$ cat src/dsm_cfg.svh
// Purpose: offsets, field positions, reset values and selector codes of the signal modulator
// Assumes: 32-bit avalon-mm word registers, 100 MHz clk
// Notes: included by its bare name
`ifndef DSM_CFG_SVH
`define DSM_CFG_SVH

// ----------------------------------------------------------------
// register byte addresses
// ----------------------------------------------------------------
`define DSM_ADDR_CONTROL 4'h0
`define DSM_ADDR_SOURCE 4'h4
`define DSM_ADDR_CAR_HIGH 4'h8
`define DSM_ADDR_CAR_LOW 4'hc

// ----------------------------------------------------------------
// control register fields
// ----------------------------------------------------------------
`define DSM_CTL_ENABLE 7
`define DSM_CTL_PIN_OE 6
`define DSM_CTL_SLEW 5
`define DSM_CTL_OUT_INV 4
`define DSM_CTL_STATUS 3
`define DSM_CTL_SW_BIT 0
`define DSM_CTL_WMASK 8'hf1

// ----------------------------------------------------------------
// source and carrier register fields
// ----------------------------------------------------------------
`define DSM_SRC_DETACH 7
`define DSM_SRC_WMASK 8'h8f
`define DSM_CAR_DETACH 7
`define DSM_CAR_INV 6
`define DSM_CAR_WAIT 5
`define DSM_CAR_WMASK 8'hef

// ----------------------------------------------------------------
// reset values
// ----------------------------------------------------------------
`define DSM_CTL_RESET 8'h20
`define DSM_SRC_RESET 8'h00
`define DSM_CAR_RESET 8'h00

// ----------------------------------------------------------------
// selector codes
// ----------------------------------------------------------------
`define DSM_SEL_GROUND 4'h0
`define DSM_SEL_SWBIT 4'h0
`define DSM_SEL_SYSCLK 4'he

`endif

$ cat src/dsm_pkg.sv
// Purpose: types shared by the signal modulator files
// Assumes: nothing
// Notes: constants live in dsm_cfg.svh
package dsm_pkg;

  // one carrier control register, split into its fields
  typedef struct packed {
    logic pin_detach;
    logic invert;
    logic edge_wait;
    logic unused;
    logic [3:0] select;
  } dsm_carrier_type;

  // selection of the mixer's active carrier
  typedef enum logic {
    DSM_ACT_LOW,
    DSM_ACT_HIGH
  } dsm_active_type;

  // settings the mixer needs, as one bundle
  typedef struct packed {
    logic key;
    logic high_carrier;
    logic low_carrier;
    logic high_wait;
    logic low_wait;
    logic out_invert;
    logic pin_oe;
  } dsm_mix_in_type;

  // mixer state
  typedef struct packed {
    dsm_active_type active;
    logic high_prev;
    logic low_prev;
    logic out;
  } dsm_mix_state_type;

  // register-side state
  typedef struct packed {
    logic [7:0] control;
    logic [7:0] source;
    dsm_carrier_type car_high;
    dsm_carrier_type car_low;
    logic waitreq_done;
    logic [31:0] readdata;
    logic [2:0] status_sync;
  } dsm_reg_state_type;

endpackage

$ cat src/dsm_signal_modulator.sv
// Purpose: data signal modulator with avalon-mm register slave
// Assumes: single 100 MHz clock, synchronous active-high reset
// Notes: keying and carrier inputs are pins or foreign-clock outputs, so all are resynchronised
`timescale 1ns/1ps
`default_nettype none
`include "dsm_cfg.svh"

// Contract
// - reset disables the modulator and returns every register to its default.
// - control bit 6 gates the result onto the output pin, low when clear.
// - control bit 4 inverts the final output.
// - control bit 3 reads the present output; may be stale for fast signals.
// - source bits 3-0 pick the keying input; codes 1110, 1101 pick PWM units.
// - carrier-high bit 6 inverts the carrier-high source.
// - carrier-low bit 6 inverts the carrier-low source.
// - carrier-high bit 5 holds switch to low carrier until high carrier falls.
// - carrier-low bit 5 holds switch to high carrier until low carrier falls.
// - without wait bit the switch follows the keying change at once.
// - unsynchronised switching may leave short pulses or spurs.
// - carrier select decodes ground, pins, reference clocks, PWM units, system clock.
// - carrier-low select decodes as carrier-high, 0000 is ground.
// - carrier bit 7 detaches the selected carrier peripheral from its pin.
// - unimplemented register bits read as zero.
// - disable forces carriers to ground and keying to software bit, keeps registers.
// - software keying bit is the keying signal when selected.
// - source detach bit stops the keying peripheral driving its own pin.
// - clearing slew bit removes output slew limiting; resets to limited.
module dsm_signal_modulator (
  // clock and reset
  input wire logic clk,
  input wire logic reset,
  // avalon-mm slave
  input wire logic [3:0] avs_address,
  input wire logic avs_read,
  input wire logic avs_write,
  input wire logic [31:0] avs_writedata,
  input wire logic [3:0] avs_byteenable,
  output logic [31:0] avs_readdata,
  output logic avs_waitrequest,
  // keying sources, index = selector code; code 0 is the software bit
  input wire logic [15:0] keying_sources,
  // carrier sources, index = selector code; 0 ground, 14 system clock
  input wire logic [15:0] carrier_sources,
  // modulated pin
  output logic mod_pin_out,
  output logic mod_pin_oe,
  output logic slew_limit,
  // pin detach requests toward peripherals, bit index = selector code; carrier vector ORs the high and low requests
  output logic [15:0] keying_pin_detach,
  output logic [15:0] carrier_pin_detach
);

  // ----------------------------------------------------------------
  // state
  // ----------------------------------------------------------------
  dsm_pkg::dsm_reg_state_type r_q;
  dsm_pkg::dsm_reg_state_type r_d;
  logic [15:0] key_s1_q;
  logic [15:0] key_s2_q;
  logic [15:0] key_s3_q;
  logic [15:0] key_q;
  logic [15:0] car_s1_q;
  logic [15:0] car_s2_q;
  logic [15:0] car_s3_q;
  logic [15:0] car_q;
  dsm_pkg::dsm_mix_in_type mix_in;
  logic mix_out;
  logic enabled;
  logic [3:0] key_sel;
  logic [3:0] high_sel;
  logic [3:0] low_sel;
  logic access;
  logic [7:0] be_mask;

  // ----------------------------------------------------------------
  // helpers
  // ----------------------------------------------------------------
  // byte-lane merge of the low byte; upper lanes hold no bits
  function automatic logic [7:0] merge_byte(input logic [7:0] old_v, input logic [7:0] new_v,
                                            input logic [7:0] wmask, input logic lane);
    merge_byte = lane ? ((new_v & wmask) | (old_v & ~wmask)) : old_v;
  endfunction

  // carrier selection with polarity applied
  function automatic logic pick_carrier(input logic [15:0] srcs, input logic [3:0] sel,
                                        input logic inv);
    logic v;
    v = (sel == `DSM_SEL_GROUND) ? 1'b0 : srcs[sel];
    pick_carrier = v ^ inv;
  endfunction

  // one-hot detach request for a selected peripheral
  function automatic logic [15:0] detach_vec(input logic [3:0] sel, input logic on);
    detach_vec = on ? (16'h0001 << sel) : 16'h0000;
  endfunction

  // ----------------------------------------------------------------
  // input resynchronisers: three stages, accept once stages 2 and 3 agree
  // ----------------------------------------------------------------
  always_ff @(posedge clk) begin
    if (reset) begin
      key_s1_q <= 16'h0000;
      key_s2_q <= 16'h0000;
      key_s3_q <= 16'h0000;
      key_q <= 16'h0000;
      car_s1_q <= 16'h0000;
      car_s2_q <= 16'h0000;
      car_s3_q <= 16'h0000;
      car_q <= 16'h0000;
    end else begin
      key_s1_q <= keying_sources;
      key_s2_q <= key_s1_q;
      key_s3_q <= key_s2_q;
      key_q <= (key_s2_q & key_s3_q) | (key_q & (key_s2_q ^ key_s3_q));
      car_s1_q <= carrier_sources;
      car_s2_q <= car_s1_q;
      car_s3_q <= car_s2_q;
      car_q <= (car_s2_q & car_s3_q) | (car_q & (car_s2_q ^ car_s3_q));
    end
  end

  // ----------------------------------------------------------------
  // source selection
  // ----------------------------------------------------------------
  // disable forces ground carriers and software keying, registers untouched
  assign enabled = r_q.control[`DSM_CTL_ENABLE];
  assign key_sel = enabled ? r_q.source[3:0] : `DSM_SEL_SWBIT;
  assign high_sel = enabled ? r_q.car_high.select : `DSM_SEL_GROUND;
  assign low_sel = enabled ? r_q.car_low.select : `DSM_SEL_GROUND;

  always_comb begin
    mix_in = '0;
    // software bit stands at code 0; other codes index the peripheral lines
    mix_in.key = (key_sel == `DSM_SEL_SWBIT) ? r_q.control[`DSM_CTL_SW_BIT] : key_q[key_sel];
    // system clock at code 14 is only representable as a constant high at this rate
    mix_in.high_carrier = (high_sel == `DSM_SEL_SYSCLK) ? ~r_q.car_high.invert
                          : pick_carrier(car_q, high_sel, r_q.car_high.invert);
    mix_in.low_carrier = (low_sel == `DSM_SEL_SYSCLK) ? ~r_q.car_low.invert
                         : pick_carrier(car_q, low_sel, r_q.car_low.invert);
    mix_in.high_wait = r_q.car_high.edge_wait;
    mix_in.low_wait = r_q.car_low.edge_wait;
    mix_in.out_invert = r_q.control[`DSM_CTL_OUT_INV];
    mix_in.pin_oe = r_q.control[`DSM_CTL_PIN_OE];
  end

  dsm_mixer u_mixer (
    .clk(clk),
    .reset(reset),
    .mix_in(mix_in),
    .mod_out(mix_out),
    .active_high()
  );

  // ----------------------------------------------------------------
  // register slave
  // ----------------------------------------------------------------
  // every access waits one cycle, so read data come from a flop
  assign access = (avs_read | avs_write) & ~r_q.waitreq_done;
  assign be_mask = {8{avs_byteenable[0]}};

  always_comb begin
    r_d = r_q;
    r_d.waitreq_done = access;
    // status bit caught through two flops before reading
    r_d.status_sync = {r_q.status_sync[1:0], mix_out};
    if (access && avs_write) begin
      unique case (avs_address)
        `DSM_ADDR_CONTROL: r_d.control = merge_byte(r_q.control, avs_writedata[7:0],
                                                   `DSM_CTL_WMASK, be_mask[0]);
        `DSM_ADDR_SOURCE: r_d.source = merge_byte(r_q.source, avs_writedata[7:0],
                                                 `DSM_SRC_WMASK, be_mask[0]);
        `DSM_ADDR_CAR_HIGH: r_d.car_high = merge_byte(r_q.car_high, avs_writedata[7:0],
                                                     `DSM_CAR_WMASK, be_mask[0]);
        `DSM_ADDR_CAR_LOW: r_d.car_low = merge_byte(r_q.car_low, avs_writedata[7:0],
                                                   `DSM_CAR_WMASK, be_mask[0]);
        default: r_d.control = r_q.control;
      endcase
    end
    r_d.readdata = 32'h0000_0000;
    if (access && avs_read) begin
      // unimplemented bits masked to zero; unmapped reads return zero
      unique case (avs_address)
        `DSM_ADDR_CONTROL: begin
          r_d.readdata[7:0] = r_q.control & `DSM_CTL_WMASK;
          r_d.readdata[`DSM_CTL_STATUS] = r_q.status_sync[1];
        end
        `DSM_ADDR_SOURCE: r_d.readdata[7:0] = r_q.source & `DSM_SRC_WMASK;
        `DSM_ADDR_CAR_HIGH: r_d.readdata[7:0] = r_q.car_high & `DSM_CAR_WMASK;
        `DSM_ADDR_CAR_LOW: r_d.readdata[7:0] = r_q.car_low & `DSM_CAR_WMASK;
        default: r_d.readdata = 32'h0000_0000;
      endcase
    end
  end

  always_ff @(posedge clk) begin
    if (reset) begin
      // every register back to default, modulator off
      r_q <= '0;
      r_q.control <= `DSM_CTL_RESET;
      r_q.source <= `DSM_SRC_RESET;
      r_q.car_high <= `DSM_CAR_RESET;
      r_q.car_low <= `DSM_CAR_RESET;
    end else begin
      r_q <= r_d;
    end
  end

  assign avs_waitrequest = (avs_read | avs_write) & ~r_q.waitreq_done;
  assign avs_readdata = r_q.readdata;

  // ----------------------------------------------------------------
  // pin side
  // ----------------------------------------------------------------
  // output stays low while gated; software must configure first, nothing enforced
  assign mod_pin_out = mix_out;
  assign mod_pin_oe = r_q.control[`DSM_CTL_PIN_OE];
  assign slew_limit = r_q.control[`DSM_CTL_SLEW];
  assign keying_pin_detach = detach_vec(r_q.source[3:0], r_q.source[`DSM_SRC_DETACH]);
  assign carrier_pin_detach = detach_vec(r_q.car_high.select, r_q.car_high.pin_detach)
                              | detach_vec(r_q.car_low.select, r_q.car_low.pin_detach);

endmodule

`default_nettype wire

$ cat src/dsm_mixer.sv
// Purpose: carrier switching with optional falling-edge wait, polarity and output gating
// Assumes: carriers are already sampled into the clk domain
// Notes: one cycle from key change to output when no wait is armed
`timescale 1ns/1ps
`default_nettype none

module dsm_mixer (
  // clock and reset
  input wire logic clk,
  input wire logic reset,
  // settings and live signals
  input wire dsm_pkg::dsm_mix_in_type mix_in,
  // result
  output logic mod_out,
  output logic active_high
);

  dsm_pkg::dsm_mix_state_type s_q;
  dsm_pkg::dsm_mix_state_type s_d;
  logic high_fall;
  logic low_fall;
  logic carrier;

  always_comb begin
    s_d = s_q;
    high_fall = s_q.high_prev & ~mix_in.high_carrier;
    low_fall = s_q.low_prev & ~mix_in.low_carrier;
    s_d.high_prev = mix_in.high_carrier;
    s_d.low_prev = mix_in.low_carrier;
    unique case (s_q.active)
      dsm_pkg::DSM_ACT_HIGH: begin
        // with wait armed, hold high carrier until its falling edge
        if (!mix_in.key && (!mix_in.high_wait || high_fall)) begin
          s_d.active = dsm_pkg::DSM_ACT_LOW;
        end
      end
      dsm_pkg::DSM_ACT_LOW: begin
        if (mix_in.key && (!mix_in.low_wait || low_fall)) begin
          s_d.active = dsm_pkg::DSM_ACT_HIGH;
        end
      end
    endcase
    // unsynchronised switching may clip carrier pulses; accepted
    carrier = (s_d.active == dsm_pkg::DSM_ACT_HIGH) ? mix_in.high_carrier : mix_in.low_carrier;
    // invert then gate; gated pin sits low
    s_d.out = mix_in.pin_oe & (carrier ^ mix_in.out_invert);
  end

  always_ff @(posedge clk) begin
    if (reset) begin
      s_q <= '0;
    end else begin
      s_q <= s_d;
    end
  end

  assign mod_out = s_q.out;
  assign active_high = (s_q.active == dsm_pkg::DSM_ACT_HIGH);

endmodule

`default_nettype wire

$ cat config.mk
export PLATFORM = sky130hd
export DESIGN_NAME = dsm_signal_modulator
export DESIGN_NICKNAME = d
export VERILOG_FILES = /design/src/dsm_pkg.sv /design/src/dsm_signal_modulator.sv /design/src/dsm_mixer.sv
export VERILOG_INCLUDE_DIRS = /design/src
export SDC_FILE = /design/constraint.sdc
export NUM_CORES = 1
export LEC_CHECK = 0
export BUFFER_PORTS_ARGS = -buffer_cell sky130_fd_sc_hd__buf_2
export CAP_MARGIN = 20
export CORE_ASPECT_RATIO = 0.5
export CORE_UTILIZATION = 47
export CTS_BUF_LIST = sky130_fd_sc_hd__clkbuf_16
export DETAILED_ROUTE_END_ITERATION = 10
export GPL_TIMING_DRIVEN = 1
export PLACE_DENSITY = 0.71
export SLEW_MARGIN = 10
export SYNTH_ARGS = -nofsm -noshare
export SYNTH_HDL_FRONTEND = slang
export SYNTH_SLANG_ARGS = --single-unit
$ cat constraint.sdc
create_clock -name clk -period 2.8 [get_ports clk]
set_input_delay 0.14 -clock clk [delete_from_list [all_inputs] [get_ports clk]]
set_output_delay 0.14 -clock clk [all_outputs]
set_load 0.03 [all_outputs]
# Yosys cells after proc, flatten, opt, wreduce, memory -nomap -nowiden
# Index checks and enable logic that the tools add are counted.
[totals]
register_bits = 199
inputBits = 76
out_inout_bits = 68
wordCells = 107
[op_classes]
order_cmp = 3
eq_ne = 5
shift = 3
mux = 22
bitwise = 28
n_reduce_logical = 18
[ops]
columns = ["operator", "n"]
rows = [
  ["AND 16 bit", 4],
  ["two-way mux 16 bit", 3],
  ["bitwise OR 16 bit", 3],
  ["left shift 1 x 4 -> 16 bit (first input constant)", 3],
  ["case mux 8 bit (4 select lines)", 1],
  ["bitwise XOR 16 bit", 2],
  ["== test 4 bit (second input constant)", 4],
  ["logical NOT 4 bit", 4],
  ["bitwise OR 8 x 5 -> 8 bit", 2],
  ["< comparator 4 x 5 -> 1 bit (second input constant)", 3],
  ["binary-select mux 1 bit (select 4 bit)", 3],
  ["two-way mux 4 bit", 3],
  ["AND reduction 3 bit", 4],
  ["two-way mux 1 bit", 11],
  ["bitwise OR 8 x 4 -> 8 bit", 1],
  ["bitwise OR 8 x 7 -> 8 bit", 1],
  ["NOT 1 bit", 7],
  ["AND 1 bit", 4],
  ["== test 4 x 3 -> 1 bit (second input constant)", 1],
  ["logical AND 1 bit", 4],
  ["logical NOT 1 bit", 3],
  ["bitwise XOR 1 bit", 3],
  ["logical OR 1 bit", 2],
  ["case mux 1 bit (2 select lines)", 1],
  ["2 further kinds", 2],
]

# Longest topological paths before layout
# Gate-level depths: netlist (run 1).
[depth]
ltp_word = 15
ltp_mapped = 9
ltp_nobuf = 7

# By module
# A second synthesis (run 1) with hierarchy kept.
[hier_totals]
cells_unflattened = 627
area_unflattened_um2 = 6296.0
[modules_own_cells]
columns = ["module", "instances", "cells_per_inst", "area_each_um2", "seq_area_each_um2"]
rows = [
  ["dsm_signal_modulator", 1, 607, 6094.6, 3103.0],
  ["dsm_mixer", 1, 20, 201.4, 80.1],
]

# Worst setup path before layout (run 1)
# OpenSTA, ideal clock, no wires.
[synth_path]
kind = "register -> register"
startpoint = "register r_q[44] (netlist bit)"
endpoint = "register u_mixer.s_q (netlist bit u_mixer.mod_out)"
setup_time_ns = 0.072
arrival_ns = 1.974
required_time_ns = 2.728
setup_slack_ns = 0.754
path_stages_with_launch = 9
path_buffers = 1
synth_period_minus_slack_ns = 2.046
path_cell_list = "dfxtp_1 buf_4 or2_1 o2111ai_1 o311a_1 or4_4 and3_1 o22ai_1 mux2i_1"
[synth_via]
elab_chain_cells = 15
elab_cells_between_ends = 17
cone_classes = "1 x eq/ne; 8 x mux; 5 x bitwise; 3 x reduce/logical"
[synth_rtl]
columns = ["item", "line", "source"]
rows = [
  ["start: declaration", "dsm_signal_modulator.sv:56", "dsm_pkg::dsm_reg_state_type r_q;"],
  ["start signal: assignment", "dsm_signal_modulator.sv:204", "r_q <= r_d;"],
  ["two-way mux 4 bit (no line) (*)", "n/a", ""],
  ["binary-select mux 1 bit (select 4 bit)", "dsm_signal_modulator.sv:88", "v = (sel == `DSM_SEL_GROUND) ? 1'b0 : srcs[sel];"],
  ["two-way mux 1 bit (not written as such)", "dsm_signal_modulator.sv:88", ""],
  ["two-way mux 1 bit", "dsm_signal_modulator.sv:88", ""],
  ["bitwise XOR 1 bit", "dsm_signal_modulator.sv:89", "pick_carrier = v ^ inv;"],
  ["two-way mux 1 bit (*)", "dsm_signal_modulator.sv:136", "mix_in.high_carrier = (high_sel == `DSM_SEL_SYSCLK) ? ~r_q.car_high.invert"],
  ["NOT 1 bit", "dsm_mixer.sv:26", "high_fall = s_q.high_prev & ~mix_in.high_carrier;"],
  ["AND 1 bit", "dsm_mixer.sv:26", ""],
  ["logical OR 1 bit", "dsm_mixer.sv:33", "if (!mix_in.key && (!mix_in.high_wait || high_fall)) begin"],
  ["logical AND 1 bit", "dsm_mixer.sv:33", ""],
  ["two-way mux 1 bit", "dsm_mixer.sv:33", ""],
  ["case mux 1 bit (2 select lines)", "dsm_mixer.sv:30", "unique case (s_q.active)"],
  ["two-way mux 1 bit (*)", "dsm_mixer.sv:44", "carrier = (s_d.active == dsm_pkg::DSM_ACT_HIGH) ? mix_in.high_carrier : mix_in.low_carrier;"],
  ["bitwise XOR 1 bit (*)", "dsm_mixer.sv:46", "s_d.out = mix_in.pin_oe & (carrier ^ mix_in.out_invert);"],
  ["AND 1 bit (*)", "dsm_mixer.sv:46", ""],
  ["end signal: assignment", "dsm_mixer.sv:51", "s_q <= '0;"],
  ["end signal: assignment", "dsm_mixer.sv:53", "s_q <= s_d;"],
  ["end: declaration", "dsm_mixer.sv:18", "dsm_pkg::dsm_mix_state_type s_q;"],
]
# Every way passes the cells marked *; elsewhere a longest branch is shown, timed or not. The select of a mux whose other input is x is not followed.
# A chain may end at the register's enable or synchronous reset.

# Worst setup path in the final report (run 1)
[layout_path]
startpoint = "register r_q (netlist bit enabled)"
endpoint = "register u_mixer.s_q (netlist bit u_mixer.mod_out)"
[layout_via]
elab_chain_cells = 15
elab_cells_between_ends = 36
cone_classes = "2 x eq/ne; 18 x mux; 8 x bitwise; 8 x reduce/logical"
[layout_rtl]
columns = ["item", "line"]
rows = [
  ["two-way mux 4 bit (no line)", "n/a"],
  ["binary-select mux 1 bit (select 4 bit)", "dsm_signal_modulator.sv:88"],
  ["two-way mux 1 bit (not written as such)", "dsm_signal_modulator.sv:88"],
  ["two-way mux 1 bit", "dsm_signal_modulator.sv:88"],
  ["bitwise XOR 1 bit", "dsm_signal_modulator.sv:89"],
  ["two-way mux 1 bit, on equally long branches", "dsm_signal_modulator.sv:138, dsm_signal_modulator.sv:136"],
  ["NOT 1 bit, on equally long branches", "dsm_mixer.sv:27, dsm_mixer.sv:26"],
  ["AND 1 bit, on equally long branches", "dsm_mixer.sv:27, dsm_mixer.sv:26"],
  ["logical OR 1 bit, on equally long branches", "dsm_mixer.sv:38, dsm_mixer.sv:33"],
  ["logical AND 1 bit, on equally long branches", "dsm_mixer.sv:38, dsm_mixer.sv:33"],
  ["two-way mux 1 bit, on equally long branches", "dsm_mixer.sv:38, dsm_mixer.sv:33"],
  ["case mux 1 bit (2 select lines)", "dsm_mixer.sv:30"],
  ["two-way mux 1 bit (*)", "dsm_mixer.sv:44"],
  ["bitwise XOR 1 bit (*)", "dsm_mixer.sv:46"],
  ["AND 1 bit (*)", "dsm_mixer.sv:46"],
]
# Marked as above.

==> metrics.md, run 1 <==
| Metric | Value |
|---|---|
| Status | finished clean |
| Layout Utilization | 58.4% |
| Yosys cell types | 47 |
| Layout cells sized above 1 | 18.8% |
| Drt drc | 0 |
| Max_cap viols | 0 |
| PortBufs | 89 |
| Sw Pwr | 1.05 mW |
| Cts hold-fix bufs | 32 |
| Fill cell count | 1099 |
| Average size of a mapped cell | 9.84 sq um |
| # diodes | 0 |
| Synthesis warning total | 0 |
| Hpwl dp | 7930 um |
| Final setup viols | 0 |
| Clock group share of total power | 44.6% |
| Static Leak | 3.26 nW |
| Post-route clock period utilization | 88.8% |
| DIE WIDTH | 164 um |
| Mapped Area | 6200 sq um |
| Clock slew at reported path FFs | 0.06 ns |
| First-pass GRT wire length | 19400 um |
| Most common cell after layout, fill and taps aside | dfxtp_1 |
| Final Hold Fails | 0 |
| Top_reg_cell synth | dfxtp_1 |
| Unrepaired setup endpoints after global routing | false |
| Ys async rst share | 0% |
| Routability congestion estimate | 0.829 |
| Pwr dens | 610 nW/um^2 |
| CP endpoint kind | register |
| Post-route minimum period | 2.49 ns |
| Number of flops mapped to enable cells by yosys | 0 |
| Clock root buffer master | clkbuf_16 |
| Synthesis-stage register bit count | 155 |
| Cts bufs inserted | 17 |
| Grt ovf | 0 |
| Max Freq | 0.402 GHz |
| Critical path type | reg2reg |
| Max clock buf depth | 2 |
| Sequential Power Share | 50.2% |
| Drt wl/cell | 13.0 um |
| Slew headroom | 37.4% |
| Post-CTS sizing | 0 |
| Worst Setup Start Kind | register |
| Switching share of power | 23.2% |
| Total negative setup slack | 0 ns |
| Die Y | 83.2 um |
| Post-synthesis sequential area ratio | 50.1% |
| Leading cell types in the layout, fill and taps excluded | 155 x dfxtp_1, 93 x nor2b_1, 88 x buf_2 |
| Combinational share of power | 5.2% |
| Int Pwr | 3.49 mW |
| Post-layout nets | 838 |
| Number of global-route vias before repair | 4080 |
| Die ar. | 13700 sq um |
| Initial Util | 48.5% |
| Num rows | 29 |
| Gr usage total | 18.1% |
| Clk Latency, worst-skew pair | 0.41 ns |
| Antenna viol nets, final | 0 |
| Detailed Route Iter0 Violations | 278 |
| Fin. max-slew vios | 0 |
| Area grow syn2layout | 20.3% |
| Top Ports | 144 |
| Hold depth | 3 |
| Via density | 4.89 |
| Total power | 4.55 mW |
| Reg2reg path depth | 7 |
| Htree depth | 4 |
| Vias | 4476 |
| Post-CTS setup buffer count | 0 |
| Final Skew | 0.00609 ns |
| DRT Pass-1 Iters | 4 |
| Hold WC Path Type | in2reg |
| Actual slew at the worst max-slew pin | 0.939 ns |
| Initial antenna violation count | 0 |
| Post-Synthesis Cells | 630 |
| Largest net degree at the start of global routing | 98 |
| Worst Path Arrival | 2.82 ns |
| CTS tree | built |
| Hold WS | 0.0143 ns |
| R2r setup slk | 0.31 ns |
| Core area | 12800 sq um |
| Peak supply drop | 0.379 mV |
| Critical-path maximum fanout | 20 |
| Worst path required time | 3.14 ns |
| Total Wirelength | 11900 um |
| CTS Sinks | 155 |
[synth_stat cells, types with 4 or more instances]
cell	n	share of area, %
or3b_2	5	0.71
nor2b_1	93	9.4
nor2_1	87	5.3
buf_1	7	0.42
clkbuf_1	22	1.3
and3_1	6	0.61
o22ai_1	17	1.7
mux2i_1	34	5.5
mux4_2	5	1.8
nand3_1	9	0.73
inv_1	6	0.36
nand2_1	17	1.0
buf_4	33	4.0
or2_2	4	0.40
a31oi_1	5	0.50
nand2b_1	8	0.81
nand3b_1	10	1.2
dfxtp_1	155	50
ha_1	29	5.9
a21oi_1	34	2.7
[final timing paths]
kind,from,to
min reg2reg,key_s1_q[7],key_s2_q[7]
min,avs_writedata[6],mod_pin_oe
max,enabled,u_mixer.mod_out
max reg2reg,enabled,u_mixer.mod_out
[layout make-up]
class / instances / area (sq um) / share of cell area (%)
Sequential cell: 155 / 3100 / 41.6
Multi-Input combinational cell: 427 / 2790 / 37.4
Timing Repair Buffer: 126 / 806 / 10.8
Clock buffer: 17 / 425 / 5.70
Tap cell: 170 / 213 / 2.85
Clock inverter: 15 / 100 / 1.34
Inverter: 6 / 22.5 / 0.302
[cell families after synthesis]
kind of cell / after synthesis / synth area share [%]
AO/OA/AOI/OAI: 77 / 7.65
XOR/XNOR: 1 / 0.141
adder cells (fa/ha/maj): 29 / 5.85
buffers and inverters: 71 / 6.36
flip-flops: 155 / 50.1
multiplexers: 42 / 7.85
other: 1 / 0.0605
AND/OR/NAND/NOR: 254 / 22.0
[metrics by stage]
step                      setup WS (ns)  instances  cell area, sq um
after floorplan                   0.754        653              6280
after global placement            0.430        852              6610
after detailed placement          0.346        852              6610
after CTS                         0.317        916              7460
after global routing             0.0867        916              7460
final                             0.313        916              7460
[worst max-delay path: stages, from the launching register on]
cell and delay [ns]:
dfxtp_1 0.76, or3b_2 0.49, a31oi_1 0.20, o2bb2ai_1 0.22
a21oi_1 0.15, and3_1 0.20, o22ai_1 0.19, mux2i_1 0.20
[power groups by stage]
stage | registers, mW | clock network, mW | logic [mW]
after floorplan | 2.32 | 0 | 0.175
after global placement | 2.33 | 0 | 0.199
after detailed placement | 2.33 | 0 | 0.201
after CTS | 2.28 | 2.08 | 0.237
after global routing | 2.29 | 2.18 | 0.261
final | 2.28 | 2.03 | 0.237
[metal layers]
| metal | share of wire (%) | vias to the layer above | track usage (%) |
|---|---|---|---|
| met5 | 0 | - | 0 |
| met4 | 0.93 | 0 | 5.67 |
| met3 | 4.4 | 11 | 4.80 |
| met2 | 45 | 100 | 28.5 |
| met1 | 50 | 2087 | 24.1 |
| li1 | - | 2278 | - |
[flip-flops by register name, indices dropped and copies added, names as in the netlist, 3 cells and up]
signal,flops
mix_in,3
car_s2_q,14
key_s3_q,15
key_s2_q,15
car_s1_q,14
car_q,14
key_q,15
r_q,19
avs_readdata,8
key_s1_q,15
car_s3_q,14
Power figures use the tool's default switching activity.
==> inputs of run 2 (changes only) <==
- REMOVE_ABC_BUFFERS: unset -> 1
==> metrics.md, run 2 (synthesized netlist as in run 1, its figures left out) <==
| Metric | Value |
|---|---|
| Status | finished clean |
| Clock slew at reported path FFs | 0.07 ns (about the same) |
| Htree depth | 4 (unchanged) |
| Gr usage total | 18.7% (+0.59 points) |
| Initial antenna violation count | 0 (unchanged) |
| Max reg flops | 19 (unchanged) |
| First-pass GRT wire length | 20000 um (+2.8%) |
| Vias | 4468 (-0.18%) |
| Via density | 4.87 (-0.29%) |
| Total power | 4.76 mW (+4.7%) |
| Peak supply drop | 0.433 mV (+14%) |
| Crit path largest cell delay | 0.62 ns (-0.14 ns) |
| Clk Latency, worst-skew pair | 0.42 ns (about the same) |
| Pwr dens | 632 nW/um^2 (+3.7%) |
| DRT Pass-1 Iters | 5 (+1) |
| Antenna viol nets, final | 0 (unchanged) |
| Total Wirelength | 12100 um (+2.2%) |
| Area grow syn2layout | 21.5% |
| Final Hold Fails | 0 (unchanged) |
| Hold WS | 0.0208 ns (+0.00657 ns) |
| Die Y | 83.2 um (unchanged) |
| Grt ovf | 0 (unchanged) |
| Post-route minimum period | 2.44 ns (-0.0510 ns) |
| CP endpoint kind | register |
| Delay-heaviest family, CP | simple AND/OR/NAND/NOR gates |
| Num rows | 29 (unchanged) |
| Layout cells sized above 1 | 19.3% (+0.51 points) |
| Top Ports | 144 (unchanged) |
| Non-Filler Instances | 917 (+0.11%) |
| Post-CTS sizing | 0 (unchanged) |
| Max Freq | 0.410 GHz (+2.1%) |
| Critical-path cell list | mux2i_1, and3_1, o311a_1, or4_4, and3_1, o22ai_1, mux2i_1 |
| CTS Sinks | 155 (unchanged) |
| Unrepaired setup endpoints after global routing | false |
| Routability congestion estimate | 0.801 (-3.3%) |
| Initial Util | 48.5% (unchanged) |
| Critical path type | reg2reg |
| Cts bufs inserted | 17 (unchanged) |
| Max_cap viols | 0 (unchanged) |
| Static Leak | 3.30 nW (+1.4%) |
| # diodes | 0 (unchanged) |
| CP bufs+invs | 0 (unchanged) |
| Leading cell types in the layout, fill and taps excluded | 155 x dfxtp_1, 93 x nor2b_1, 88 x buf_2 |
| Top reg by flops | r_q |
| Hpwl dp | 8040 um (+1.4%) |
| Die ar. | 13700 sq um (unchanged) |
| Critical-path maximum fanout | 14 (-30%) |
| Worst Setup Start Kind | register |
| Post-route clock period utilization | 87.0% (-1.8 points) |
| Largest net degree at the start of global routing | 113 (+15%) |
| Total negative setup slack | 0 ns (unchanged) |
| Max clock buf depth | 2 (unchanged) |
| Detailed Route Iter0 Violations | 276 (-0.72%) |
| Most common cell after layout, fill and taps aside | dfxtp_1 |
| PortBufs | 89 (unchanged) |
| Hold WC Path Type | in2reg |
| Cell count after placement | 852 (unchanged) |
| Post-layout nets | 839 (+0.12%) |
| Number of global-route vias before repair | 4011 (-1.7%) |
| Drt drc | 0 (unchanged) |
| Worst Path Arrival | 2.78 ns (-0.04 ns) |
| Layout Utilization | 59.0% (+0.60 points) |
| Final setup viols | 0 (unchanged) |
| Drt wl/cell | 13.2 um (+2.1%) |
| Worst path required time | 3.15 ns (about the same) |
| Slew headroom | 51.7% (+14 points) |
| DIE WIDTH | 164 um (unchanged) |
| Fin. max-slew vios | 0 (unchanged) |
| Clock root buffer master | clkbuf_16 |
| Final Skew | 0.00892 ns (+0.00283 ns) |
| CTS tree | built |
| Crit-path slowest cell | dfxtp_1 |
| Actual slew at the worst max-slew pin | 0.722 ns (-0.217 ns) |
| Core area | 12800 sq um (unchanged) |
-- run 2: routing by layer --
metal,routed length (um),GRT usage [%]
met1,6240,27.5
met2,5040,25.9
met3,726,4.10
met4,140,7.92
met5,0,0
-- run 2: final timing paths --
path / end / slack, ns / start / cells after the start
setup / recovery: u_mixer.mod_out / 0.36 / r_q[44] / 7
hold / removal: r_q[37] / 0.02 / avs_writedata[1] / 3
setup reg to reg: u_mixer.mod_out / 0.36 / r_q[44] / 7
hold reg to reg: car_s2_q[15] / 0.44 / car_s1_q[15] / 1
-- run 2: layout make-up --
| type | instances | area [sq um] |
|---|---|---|
| Inverter | 6 | 22.5 |
| Multi-Input combinational cell | 427 | 2790 |
| Sequential cell | 155 | 3100 |
| Timing Repair Buffer | 127 | 828 |
| Clock buffer | 17 | 425 |
| Fill cell | 1103 | 5240 |
| Tap cell | 170 | 213 |
| Clock inverter | 15 | 154 |
-- run 2: report_power, final --
part / switching [mW] / internal (mW)
combinational: 0.135 / 0.107
sequential: 0.0222 / 2.26
clock: 0.976 / 1.26
-- run 2: worst reg2reg max path, stage by stage, from the launching register on --
cell	delay, ns
dfxtp_1	0.62
mux2i_1	0.14
and3_1	0.19
o311a_1	0.33
or4_4	0.51
and3_1	0.18
o22ai_1	0.19
mux2i_1	0.21
-- run 2: metrics by stage --
stage	cell area (sq um)	setup slack (ns)
floorplan	5910	0.650
global placement	6620	0.473
detailed placement	6620	0.384
CTS	7530	0.375
global route	7530	0.196
finish	7530	0.364
-- run 2: timing repair --
action / in CTS / in global routing
hold buffers: 33 / 0
endpoints found under the hold margin: 37 / 0
setup buffers: 0 / 0
